`src/design/pwm_regs.vh`:
```
// Purpose: register offsets, field positions and reset values of the PWM unit
// Assumes: included by the PWM design files by its bare name
// Notes: definitions only
`ifndef PWM_REGS_VH
`define PWM_REGS_VH

// ----------------------------------------------------------------------------
// Global registers
// ----------------------------------------------------------------------------
`define PWM_ADDR_W 8
`define PWM_CTRL_OFS 8'h00
`define PWM_PEND0_OFS 8'h04
`define PWM_PEND1_OFS 8'h08
`define PWM_PEND2_OFS 8'h0C
`define PWM_OUTSTAT_OFS 8'hC0

// Channel enables in CTRL bits 10:0, interrupt enables in bits 26:16
`define PWM_CTRL_EN_LSB 0
`define PWM_CTRL_IE_LSB 16

// Pending split: reg0 holds 0..3, reg1 4..7, reg2 8..10
`define PWM_PEND1_BASE 4
`define PWM_PEND2_BASE 8

// ----------------------------------------------------------------------------
// Per-channel block: base 0x10, stride 0x10, channel index = addr[7:4] - 1
// ----------------------------------------------------------------------------
`define PWM_CH_FIRST 4'h1
`define PWM_CH_LAST 4'hB
`define PWM_FLD_PSCL 2'h0
`define PWM_FLD_PERIOD 2'h1
`define PWM_FLD_CMP 2'h2
`define PWM_FLD_CFG 2'h3
`define PWM_CFG_POL 0
`define PWM_CFG_DISLVL 1

// Reset values
`define PWM_PSCL_RST 10'h000
`define PWM_PERIOD_RST 16'hFFFF
`define PWM_CMP_RST 16'h0000

// AXI responses
`define PWM_RESP_OKAY 2'b00
`define PWM_RESP_SLVERR 2'b10

`endif

```
`src/design/multi_channel_pwm_generator.v`:
```
// Purpose: ten-output PWM unit plus shared drive channel, AXI4-Lite registers
// Assumes: one clock mclk (10 MHz), asynchronous active-low reset_n
// Notes: all top outputs are registered
//
// Summary of operation
// - Eleven channels, each a 16-bit down counter auto-reloading from its period.
// - Whole unit runs from the bus clock only.
// - Eleven prescalers, one per channel, each with a 10-bit setting.
// - Prescaler tick rate is clock rate divided by setting plus one.
// - Counter runs period down to zero, giving period plus one ticks.
// - Period, compare and polarity take effect at the end of a period.
// - Output changes on decrement after compare, holds from compare-1 to zero.
// - Polarity low drives high on match; polarity high drives low.
// - A disabled channel outputs its own disabled-state level.
// - Shared channel has no disabled level; outputs follow own channels then.
// - Shared channel enabled drives all ten outputs with its waveform.
// - Eleven overflow interrupt outputs, one per channel.
// - Overflow pending flags readable across three status registers.
// - Writing one clears a pending flag; writing zero leaves it.
// - Each overflow interrupt is gated by its own enable bit.
// - Outputs eight and nine also drive converter sequencer triggers.
// - Outputs start from a defined level after reset and at start.
`timescale 1ns/10ps
`include "pwm_regs.vh"

module multi_channel_pwm_generator #(
  parameter NOUT = 10,
  parameter CNT_W = 16,
  parameter PSC_W = 10
) (
  input wire mclk,
  input wire reset_n,
  input wire [`PWM_ADDR_W-1:0] s_axi_awaddr,
  input wire [2:0] s_axi_awprot,
  input wire s_axi_awvalid,
  output reg s_axi_awready,
  input wire [31:0] s_axi_wdata,
  input wire [3:0] s_axi_wstrb,
  input wire s_axi_wvalid,
  output reg s_axi_wready,
  output reg [1:0] s_axi_bresp,
  output reg s_axi_bvalid,
  input wire s_axi_bready,
  input wire [`PWM_ADDR_W-1:0] s_axi_araddr,
  input wire [2:0] s_axi_arprot,
  input wire s_axi_arvalid,
  output reg s_axi_arready,
  output reg [31:0] s_axi_rdata,
  output reg [1:0] s_axi_rresp,
  output reg s_axi_rvalid,
  input wire s_axi_rready,
  output reg [NOUT-1:0] pwmOut,
  output reg convTrigA,
  output reg convTrigB,
  output reg [NOUT:0] ovfIrq,
  output reg irqAny
);

  localparam NCH = NOUT + 1;
  localparam SH = NOUT;

  // ---------------------------------------------------------------------------
  // Register storage
  // ---------------------------------------------------------------------------
  reg [NCH-1:0] chanEn_reg;
  reg [NCH-1:0] irqEn_reg;
  reg [NCH-1:0] pend_reg;
  reg [NCH-1:0] pend_next;
  reg [PSC_W-1:0] pscl_reg [0:NCH-1];
  reg [CNT_W-1:0] period_reg [0:NCH-1];
  reg [CNT_W-1:0] cmp_reg [0:NCH-1];
  reg [NCH-1:0] pol_reg;
  reg [NCH-1:0] disLvl_reg;

  wire [NCH-1:0] chanOut;
  wire [NCH-1:0] ovfPulse;
  reg [NCH-1:0] clrMask;
  reg [NOUT-1:0] pwmOut_next;
  reg [31:0] rdData;
  reg [31:0] wrOld;
  reg [31:0] wrMerged;
  reg rdOk;
  wire wrFire;
  wire rdFire;
  integer i;

  // ---------------------------------------------------------------------------
  // Helpers
  // ---------------------------------------------------------------------------
  // Byte-lane merge of a write into an old word
  function [31:0] strobeMerge;
    input [31:0] old;
    input [31:0] data;
    input [3:0] strb;
    integer b;
    begin
      strobeMerge = old;
      for (b = 0; b < 4; b = b + 1) begin
        if (strb[b]) begin
          strobeMerge[b*8 +: 8] = data[b*8 +: 8];
        end
      end
    end
  endfunction

  // True if the address lies in a channel block
  function isChan;
    input [`PWM_ADDR_W-1:0] a;
    begin
      isChan = (a[7:4] >= `PWM_CH_FIRST) && (a[7:4] <= `PWM_CH_LAST);
    end
  endfunction

  // Channel index of a channel-block address
  function [3:0] chanIdx;
    input [`PWM_ADDR_W-1:0] a;
    begin
      chanIdx = a[7:4] - `PWM_CH_FIRST;
    end
  endfunction

  // Address is a mapped register
  function isMapped;
    input [`PWM_ADDR_W-1:0] a;
    begin
      isMapped = (a[1:0] == 2'b00) && (isChan(a)
        || (a == `PWM_CTRL_OFS) || (a == `PWM_PEND0_OFS)
        || (a == `PWM_PEND1_OFS) || (a == `PWM_PEND2_OFS)
        || (a == `PWM_OUTSTAT_OFS));
    end
  endfunction

  // ---------------------------------------------------------------------------
  // Channel instances
  // ---------------------------------------------------------------------------
  genvar g;
  generate
    for (g = 0; g < NCH; g = g + 1) begin : chan
      pwm_channel #(
        .CNT_W(CNT_W),
        .PSC_W(PSC_W)
      ) u_chan (
        .mclk(mclk),
        .reset_n(reset_n),
        .enable(chanEn_reg[g]),
        .pscl(pscl_reg[g]),
        .period(period_reg[g]),
        .cmpBuf(cmp_reg[g]),
        .polBuf(pol_reg[g]),
        .disLevel(disLvl_reg[g]),
        .out(chanOut[g]),
        .ovfPulse(ovfPulse[g])
      );
    end
  endgenerate

  // ---------------------------------------------------------------------------
  // AXI4-Lite handshake
  // ---------------------------------------------------------------------------
  // Address and data are taken together, so no half-written state exists
  assign wrFire = s_axi_awvalid && s_axi_wvalid && !s_axi_awready && !s_axi_bvalid;
  assign rdFire = s_axi_arvalid && !s_axi_arready && !s_axi_rvalid;

  // Write channel: ready pulses one cycle, response raised in the same cycle
  always @(posedge mclk or negedge reset_n) begin
    if (!reset_n) begin
      s_axi_awready <= 1'b0;
      s_axi_wready <= 1'b0;
      s_axi_bvalid <= 1'b0;
      s_axi_bresp <= `PWM_RESP_OKAY;
    end else begin
      s_axi_awready <= wrFire;
      s_axi_wready <= wrFire;
      if (wrFire) begin
        s_axi_bvalid <= 1'b1;
        s_axi_bresp <= isMapped(s_axi_awaddr) ? `PWM_RESP_OKAY : `PWM_RESP_SLVERR;
      end else if (s_axi_bready) begin
        s_axi_bvalid <= 1'b0;
      end
    end
  end

  // Read channel
  always @(posedge mclk or negedge reset_n) begin
    if (!reset_n) begin
      s_axi_arready <= 1'b0;
      s_axi_rvalid <= 1'b0;
      s_axi_rdata <= 32'h0000_0000;
      s_axi_rresp <= `PWM_RESP_OKAY;
    end else begin
      s_axi_arready <= rdFire;
      if (rdFire) begin
        s_axi_rvalid <= 1'b1;
        s_axi_rdata <= rdData;
        s_axi_rresp <= rdOk ? `PWM_RESP_OKAY : `PWM_RESP_SLVERR;
      end else if (s_axi_rready) begin
        s_axi_rvalid <= 1'b0;
      end
    end
  end

  // ---------------------------------------------------------------------------
  // Read mux
  // ---------------------------------------------------------------------------
  // Unmapped addresses read zero with an error response
  always @* begin
    rdData = 32'h0000_0000;
    rdOk = isMapped(s_axi_araddr);
    if (rdOk && isChan(s_axi_araddr)) begin
      case (s_axi_araddr[3:2])
        `PWM_FLD_PSCL: rdData[PSC_W-1:0] = pscl_reg[chanIdx(s_axi_araddr)];
        `PWM_FLD_PERIOD: rdData[CNT_W-1:0] = period_reg[chanIdx(s_axi_araddr)];
        `PWM_FLD_CMP: rdData[CNT_W-1:0] = cmp_reg[chanIdx(s_axi_araddr)];
        default: begin
          rdData[`PWM_CFG_POL] = pol_reg[chanIdx(s_axi_araddr)];
          rdData[`PWM_CFG_DISLVL] = disLvl_reg[chanIdx(s_axi_araddr)];
        end
      endcase
    end else if (rdOk) begin
      case (s_axi_araddr)
        `PWM_CTRL_OFS: begin
          rdData[`PWM_CTRL_EN_LSB +: NCH] = chanEn_reg;
          rdData[`PWM_CTRL_IE_LSB +: NCH] = irqEn_reg;
        end
        `PWM_PEND0_OFS: rdData[`PWM_PEND1_BASE-1:0] = pend_reg[`PWM_PEND1_BASE-1:0];
        `PWM_PEND1_OFS: begin
          rdData[`PWM_PEND2_BASE-`PWM_PEND1_BASE-1:0] =
            pend_reg[`PWM_PEND2_BASE-1:`PWM_PEND1_BASE];
        end
        `PWM_PEND2_OFS: begin
          rdData[NCH-`PWM_PEND2_BASE-1:0] = pend_reg[NCH-1:`PWM_PEND2_BASE];
        end
        default: rdData[NCH-1:0] = {chanOut[SH], pwmOut};
      endcase
    end
  end

  // ---------------------------------------------------------------------------
  // Configuration writes
  // ---------------------------------------------------------------------------
  // Old field value widened to a word, so lanes merge without silent truncation
  always @* begin
    wrOld = 32'h0000_0000;
    case (s_axi_awaddr[3:2])
      `PWM_FLD_PSCL: wrOld[PSC_W-1:0] = pscl_reg[chanIdx(s_axi_awaddr)];
      `PWM_FLD_PERIOD: wrOld[CNT_W-1:0] = period_reg[chanIdx(s_axi_awaddr)];
      default: wrOld[CNT_W-1:0] = cmp_reg[chanIdx(s_axi_awaddr)];
    endcase
    wrMerged = strobeMerge(wrOld, s_axi_wdata, s_axi_wstrb);
  end

  // Writes land in buffers; channels pick up period, compare and polarity at period end
  always @(posedge mclk or negedge reset_n) begin
    if (!reset_n) begin
      chanEn_reg <= {NCH{1'b0}};
      irqEn_reg <= {NCH{1'b0}};
      pol_reg <= {NCH{1'b0}};
      disLvl_reg <= {NCH{1'b0}};
      for (i = 0; i < NCH; i = i + 1) begin
        pscl_reg[i] <= `PWM_PSCL_RST;
        period_reg[i] <= `PWM_PERIOD_RST;
        cmp_reg[i] <= `PWM_CMP_RST;
      end
    end else if (wrFire && isMapped(s_axi_awaddr)) begin
      if (isChan(s_axi_awaddr)) begin
        case (s_axi_awaddr[3:2])
          `PWM_FLD_PSCL: pscl_reg[chanIdx(s_axi_awaddr)] <= wrMerged[PSC_W-1:0];
          `PWM_FLD_PERIOD: period_reg[chanIdx(s_axi_awaddr)] <= wrMerged[CNT_W-1:0];
          `PWM_FLD_CMP: cmp_reg[chanIdx(s_axi_awaddr)] <= wrMerged[CNT_W-1:0];
          default: begin
            if (s_axi_wstrb[0]) begin
              pol_reg[chanIdx(s_axi_awaddr)] <= s_axi_wdata[`PWM_CFG_POL];
              // Shared channel keeps no disabled level
              if (chanIdx(s_axi_awaddr) != SH) begin
                disLvl_reg[chanIdx(s_axi_awaddr)] <= s_axi_wdata[`PWM_CFG_DISLVL];
              end
            end
          end
        endcase
      end else if (s_axi_awaddr == `PWM_CTRL_OFS) begin
        if (s_axi_wstrb[0]) begin
          chanEn_reg[7:0] <= s_axi_wdata[7:0];
        end
        if (s_axi_wstrb[1]) begin
          chanEn_reg[NCH-1:8] <= s_axi_wdata[NCH-1:8];
        end
        if (s_axi_wstrb[2]) begin
          irqEn_reg[7:0] <= s_axi_wdata[23:16];
        end
        if (s_axi_wstrb[3]) begin
          irqEn_reg[NCH-1:8] <= s_axi_wdata[`PWM_CTRL_IE_LSB+NCH-1:24];
        end
      end
    end
  end

  // ---------------------------------------------------------------------------
  // Pending flags
  // ---------------------------------------------------------------------------
  // Clear mask from a write-one to one of the three status words
  always @* begin
    clrMask = {NCH{1'b0}};
    if (wrFire && s_axi_wstrb[0]) begin
      case (s_axi_awaddr)
        `PWM_PEND0_OFS: clrMask[`PWM_PEND1_BASE-1:0] =
          s_axi_wdata[`PWM_PEND1_BASE-1:0];
        `PWM_PEND1_OFS: clrMask[`PWM_PEND2_BASE-1:`PWM_PEND1_BASE] =
          s_axi_wdata[`PWM_PEND2_BASE-`PWM_PEND1_BASE-1:0];
        `PWM_PEND2_OFS: clrMask[NCH-1:`PWM_PEND2_BASE] =
          s_axi_wdata[NCH-`PWM_PEND2_BASE-1:0];
        default: clrMask = {NCH{1'b0}};
      endcase
    end
    // A reload in the clearing cycle still leaves the flag set
    pend_next = (pend_reg & ~clrMask) | ovfPulse;
  end

  always @(posedge mclk or negedge reset_n) begin
    if (!reset_n) begin
      pend_reg <= {NCH{1'b0}};
    end else begin
      pend_reg <= pend_next;
    end
  end

  // ---------------------------------------------------------------------------
  // Output stage
  // ---------------------------------------------------------------------------
  // Shared channel, when running, overrides every output
  always @* begin
    if (chanEn_reg[SH]) begin
      pwmOut_next = {NOUT{chanOut[SH]}};
    end else begin
      pwmOut_next = chanOut[NOUT-1:0];
    end
  end

  // One register stage on every pin; adds a clock of latency to all equally
  always @(posedge mclk or negedge reset_n) begin
    if (!reset_n) begin
      pwmOut <= {NOUT{1'b0}};
      convTrigA <= 1'b0;
      convTrigB <= 1'b0;
      ovfIrq <= {NCH{1'b0}};
      irqAny <= 1'b0;
    end else begin
      pwmOut <= pwmOut_next;
      convTrigA <= pwmOut_next[8];
      convTrigB <= pwmOut_next[9];
      ovfIrq <= pend_next & irqEn_reg;
      irqAny <= |(pend_next & irqEn_reg);
    end
  end

endmodule // multi_channel_pwm_generator

```
`src/design/pwm_channel.v`:
```
// Purpose: one PWM channel: prescaler, down counter, shadowed compare/polarity
// Assumes: single clock mclk, asynchronous active-low reset
// Notes: out is registered; ovfPulse is a one-cycle pulse at each reload
`timescale 1ns/10ps
`include "pwm_regs.vh"

module pwm_channel #(
  parameter CNT_W = 16,
  parameter PSC_W = 10
) (
  input wire mclk,
  input wire reset_n,
  input wire enable,
  input wire [PSC_W-1:0] pscl,
  input wire [CNT_W-1:0] period,
  input wire [CNT_W-1:0] cmpBuf,
  input wire polBuf,
  input wire disLevel,
  output reg out,
  output reg ovfPulse
);

  reg [PSC_W-1:0] pscCnt_reg;
  reg [CNT_W-1:0] cnt_reg;
  reg [CNT_W-1:0] cmpSh_reg;
  reg polSh_reg;
  reg run_reg;
  wire tick;

  // ---------------------------------------------------------------------------
  // Prescaler: one tick every pscl+1 clocks
  // ---------------------------------------------------------------------------
  assign tick = run_reg && (pscCnt_reg == pscl);

  always @(posedge mclk or negedge reset_n) begin
    if (!reset_n) begin
      pscCnt_reg <= {PSC_W{1'b0}};
    end else if (!run_reg || tick) begin
      pscCnt_reg <= {PSC_W{1'b0}};
    end else begin
      pscCnt_reg <= pscCnt_reg + {{(PSC_W-1){1'b0}}, 1'b1};
    end
  end

  // ---------------------------------------------------------------------------
  // Counter and waveform
  // ---------------------------------------------------------------------------
  // Shadows follow buffers while stopped so a start uses fresh settings
  always @(posedge mclk or negedge reset_n) begin
    if (!reset_n) begin
      cnt_reg <= `PWM_PERIOD_RST;
      cmpSh_reg <= `PWM_CMP_RST;
      polSh_reg <= 1'b0;
      run_reg <= 1'b0;
      out <= 1'b0;
      ovfPulse <= 1'b0;
    end else begin
      ovfPulse <= 1'b0;
      if (!enable) begin
        run_reg <= 1'b0;
        out <= disLevel;
        cnt_reg <= period;
        cmpSh_reg <= cmpBuf;
        polSh_reg <= polBuf;
      end else if (!run_reg) begin
        // Start from the unmatched level, never from a stale one
        run_reg <= 1'b1;
        out <= polSh_reg;
      end else if (tick) begin
        if (cnt_reg == {CNT_W{1'b0}}) begin
          cnt_reg <= period;
          cmpSh_reg <= cmpBuf;
          polSh_reg <= polBuf;
          out <= polBuf;
          ovfPulse <= 1'b1;
        end else begin
          cnt_reg <= cnt_reg - {{(CNT_W-1){1'b0}}, 1'b1};
          if (cnt_reg == cmpSh_reg) begin
            out <= ~polSh_reg;
          end
        end
      end
    end
  end

endmodule // pwm_channel

```
`config.mk`:
```
export PLATFORM = sky130hd
export DESIGN_NAME = multi_channel_pwm_generator
export DESIGN_NICKNAME = d
export VERILOG_FILES = /design/src/design/multi_channel_pwm_generator.v /design/src/design/pwm_channel.v
export VERILOG_INCLUDE_DIRS = /design/src /design/src/design
export SDC_FILE = /design/constraint.sdc
export NUM_CORES = 2
export LEC_CHECK = 0
export BUFFER_PORTS_ARGS = -buffer_cell sky130_fd_sc_hd__buf_4
export CAP_MARGIN = 20
export CORE_MARGIN = 1.5
export CORE_UTILIZATION = 45
export DETAILED_ROUTE_END_ITERATION = 8
export PLACE_DENSITY_LB_ADDON = 0.08
export SLEW_MARGIN = 15
export SYNTH_ARGS = -nofsm -noshare
export SYNTH_HDL_FRONTEND = slang
export SYNTH_SLANG_ARGS = --single-unit
```
`constraint.sdc`:
```
create_clock -name mclk -period 2.3 [get_ports mclk]
set_input_delay 0.46 -clock mclk [delete_from_list [all_inputs] [get_ports mclk]]
set_output_delay 0.46 -clock mclk [all_outputs]
set_load 0.01 [all_outputs]
```
==> run metrics <==
hold path depth 2; die area 0.131 sq mm; TritonCTS clock tree built; Max VDD drop 0.000693 V; post-synth cell types 92; GR Util All Layers 36.6%; Main synth FF type dfrtp_1; area growth from synthesis to layout 30.1%; Core Footprint 0.128 sq mm; CP Data Arrival Time 3.15 ns; first-pass GRT wire length 347,000 um; WL/cell 30.6 um; syn avg cell area 10.1 sq um; flops & latches, synth 1,078; crit-path max FO 30; Lkg Pwr 32.4 nW; drt pass-1 iters 7; Seq pwr share 42.5%; Die X 362 um; Setup Slack @ Placement -0.891 ns; worst setup margin -0.218 ns; internal power 33.9 mW; FF-to-FF Start period_reg[50]; post-route ant nets 0; vias per inst 6.28; Final Net Count 6,606; die height 362 um; Clock Tree Buf Depth 3; combinational power share 12.8%; Synth area leaders dfrtp_1 31%, dfstp_2 16%, mux4_2 6.6%; largest net degree at the start of global routing 108; Post-synth EDFFs 0; final worst clock skew 0.0427 ns; vias in the first global route 47,900; Yosys warning count 0; Final Setup Violations 215; MaxCap Viol Count 0; initial DRC count 6,241; Final Max Slew Viols 0; Worst-Margin Slew 0.779 ns; Final Hold Fails 0; post-synth top area cell dfrtp_1; pwr/cell area 618 mW/mm^2; Sw Ratio 27.3%; HP Start s_axi_wdata[3]; row count 131; GR Overflow Total 0; Post-Syn Area 0.0580 sq mm; crit share post-route 109%; GP Congestion 1.05; FF-to-FF setup slack -0.12 ns; sw power 12.7 mW; Max transition margin 48.0%; fmax 397 MHz; register area share after synthesis 47.3%; Final HPWL DP 185,000 um; final wirelength 253,000 um; startpoint type of the worst setup path input pin; Post-synth ARST share 100%; DRC 0; total CTS buffers 121; IO buf count 111; status finished, violations left; CP Class input pin to flop; CTS root buf clkbuf_16; RSZ-0062 raised after global routing true; Initial Util 45.4%; Worst R2R Path Depth 7; crit path time final 2.52 ns; Hold Path Class input pin to flop; share of the synthesized area in the top cell type 31.3%; layout cells sized above 1 35.4%; Power Total 46.7 mW; Clk Latency, worst-skew pair 0.78 ns; clock share of power 44.7%; clock slew at reported path FFs 0.06 ns; WP data required 2.93 ns; # clock sinks 1,078; Hold Path End chanEn_reg[3]; IO Count 130; CP Capture Type flop; violated checks setup timing; H-tree levels 3; Mapped Cells 5,722; initial antenna violation count 18; worst r2r dst s_axi_rdata[2]; DR vias 51,900
[routing by layer]
layer	share of wire [%]	global-route usage (%)	up-vias
met5	0.22	1.81	-
met4	6.4	18.0	20
met3	11	9.32	615
met2	42	52.3	2927
met1	40	51.3	26000
li1	-	-	22400
[how the worst max path moves through the flow]
stage / from / end / slack, ns / cells past startpoint
finish: s_axi_araddr[5] / s_axi_rdata[1] / -0.22 / 11
global route: s_axi_araddr[5] / s_axi_rdata[1] / -0.15 / 11
CTS: pscl_reg[64] / cmp_reg[4] / -0.08 / 9
detailed placement: s_axi_awaddr[5] / cmp_reg[75] / -0.89 / 12
global placement: s_axi_awaddr[5] / period_reg[168] / -0.94 / 13
floorplan: s_axi_awaddr[4] / pscl_reg[19] / -0.57 / 15
[cell type report]
class	count	area, sq um
fillers	10800	52200
clock inverters	66	792
well taps	1662	2080
flip-flops and latches	1078	27400
diodes	10	25.0
inverters	89	344
repair buffers	1054	11000
clock buffers	164	3420
multi-input cells	4152	30400
[power groups by stage]
stage | combinational [mW] | clock, mW | sequential [mW]
floorplan | 2.44 | 0 | 19.9
global placement | 5.05 | 0 | 20.1
detailed placement | 5.08 | 0 | 20.1
CTS | 5.32 | 21.0 | 19.8
global route | 6.22 | 21.7 | 19.8
finish | 5.99 | 20.8 | 19.8
[per-stage QoR]
step           setup TNS, ns  cells  cell area [sq um]  utilization, %  hold slack [ns]
2_1_floorplan        -267.27   5728              58600               -            0.164
3_3_place_gp         -399.52   7906              67400            52.8            0.406
3_5_place_dp         -404.01   7907              67400            52.8            0.407
4_1_cts                -1.53   8185              72500            56.8          0.00200
5_1_grt               -20.07   8266              75500            59.1           0.0316
6_report               -7.13   8275              75500            59.1           0.0596
[synth_stat cells (all sizes together), types with 12 or more instances]
| cell type | count |
|---|---|
| mux4 | 170 |
| o21ai | 684 |
| nand3b | 34 |
| dfrtp | 726 |
| clkbuf | 262 |
| nor2 | 485 |
| nor4 | 93 |
| o2bb2ai | 42 |
| or3 | 17 |
| buf | 151 |
| a22oi | 38 |
| nand2 | 648 |
| a22o | 39 |
| mux2 | 241 |
| a21oi | 215 |
| o22ai | 42 |
| nand2b | 25 |
| o31ai | 24 |
| xor2 | 125 |
| nor3 | 106 |
| nand3 | 165 |
| or2 | 12 |
| nand4 | 84 |
| a211oi | 12 |
| inv | 88 |
| ha | 45 |
| nor2b | 13 |
| o211ai | 17 |
| and3 | 44 |
| a222oi | 19 |
| a221oi | 12 |
| xnor2 | 255 |
| and2 | 15 |
| o22a | 21 |
| a31oi | 150 |
| or4 | 13 |
| o21a | 16 |
| mux2i | 105 |
| dfstp | 352 |
[critical path, stage by stage]
cell and delay [ns]:
buf_4 0.12, inv_1 0.07, ha_4 0.55, buf_12 0.28, mux4_2 0.37, mux2i_1 0.50
buf_4 0.23, o21ai_1 0.06, nor3_1 0.24, buf_4 0.16, o21ai_0 0.06
[what timing repair did]
| item | in CTS | in global routing |
|---|---|---|
| hold endpoints to repair | 85 | 0 |
| endpoints found under the setup margin | 566 | 748 |
| hold buffers | 19 | 0 |
| pin swaps | 24 | 86 |
| gates resized for setup | 112 | 422 |
| cloned | 8 | 48 |
| setup buffers | 23 | 40 |
[cells in the final DEF, fill, tap and decap left out, drive strengths merged, types with 202 or more instances in the layout]
| cell | n |
|---|---|
| a21oi | 215 |
| buf | 997 |
| clkbuf | 202 |
| dfrtp | 726 |
| dfstp | 352 |
| mux2 | 241 |
| nand2 | 648 |
| nor2 | 485 |
| o21ai | 684 |
| xnor2 | 255 |
[cells by family after synthesis]
| group | after synthesis | synth area share [%] |
|---|---|---|
| AND/OR/NAND/NOR | 1783 | 14.3 |
| AO/OA/AOI/OAI | 1417 | 14.8 |
| flip-flops | 1078 | 47.3 |
| multiplexers | 516 | 13.2 |
| buffers and inverters | 502 | 3.83 |
| XOR/XNOR | 380 | 5.74 |
| adder cells (fa/ha/maj) | 45 | 0.971 |
| other | 1 | 0.00646 |
No activity file was read; power rests on OpenSTA's default activity.
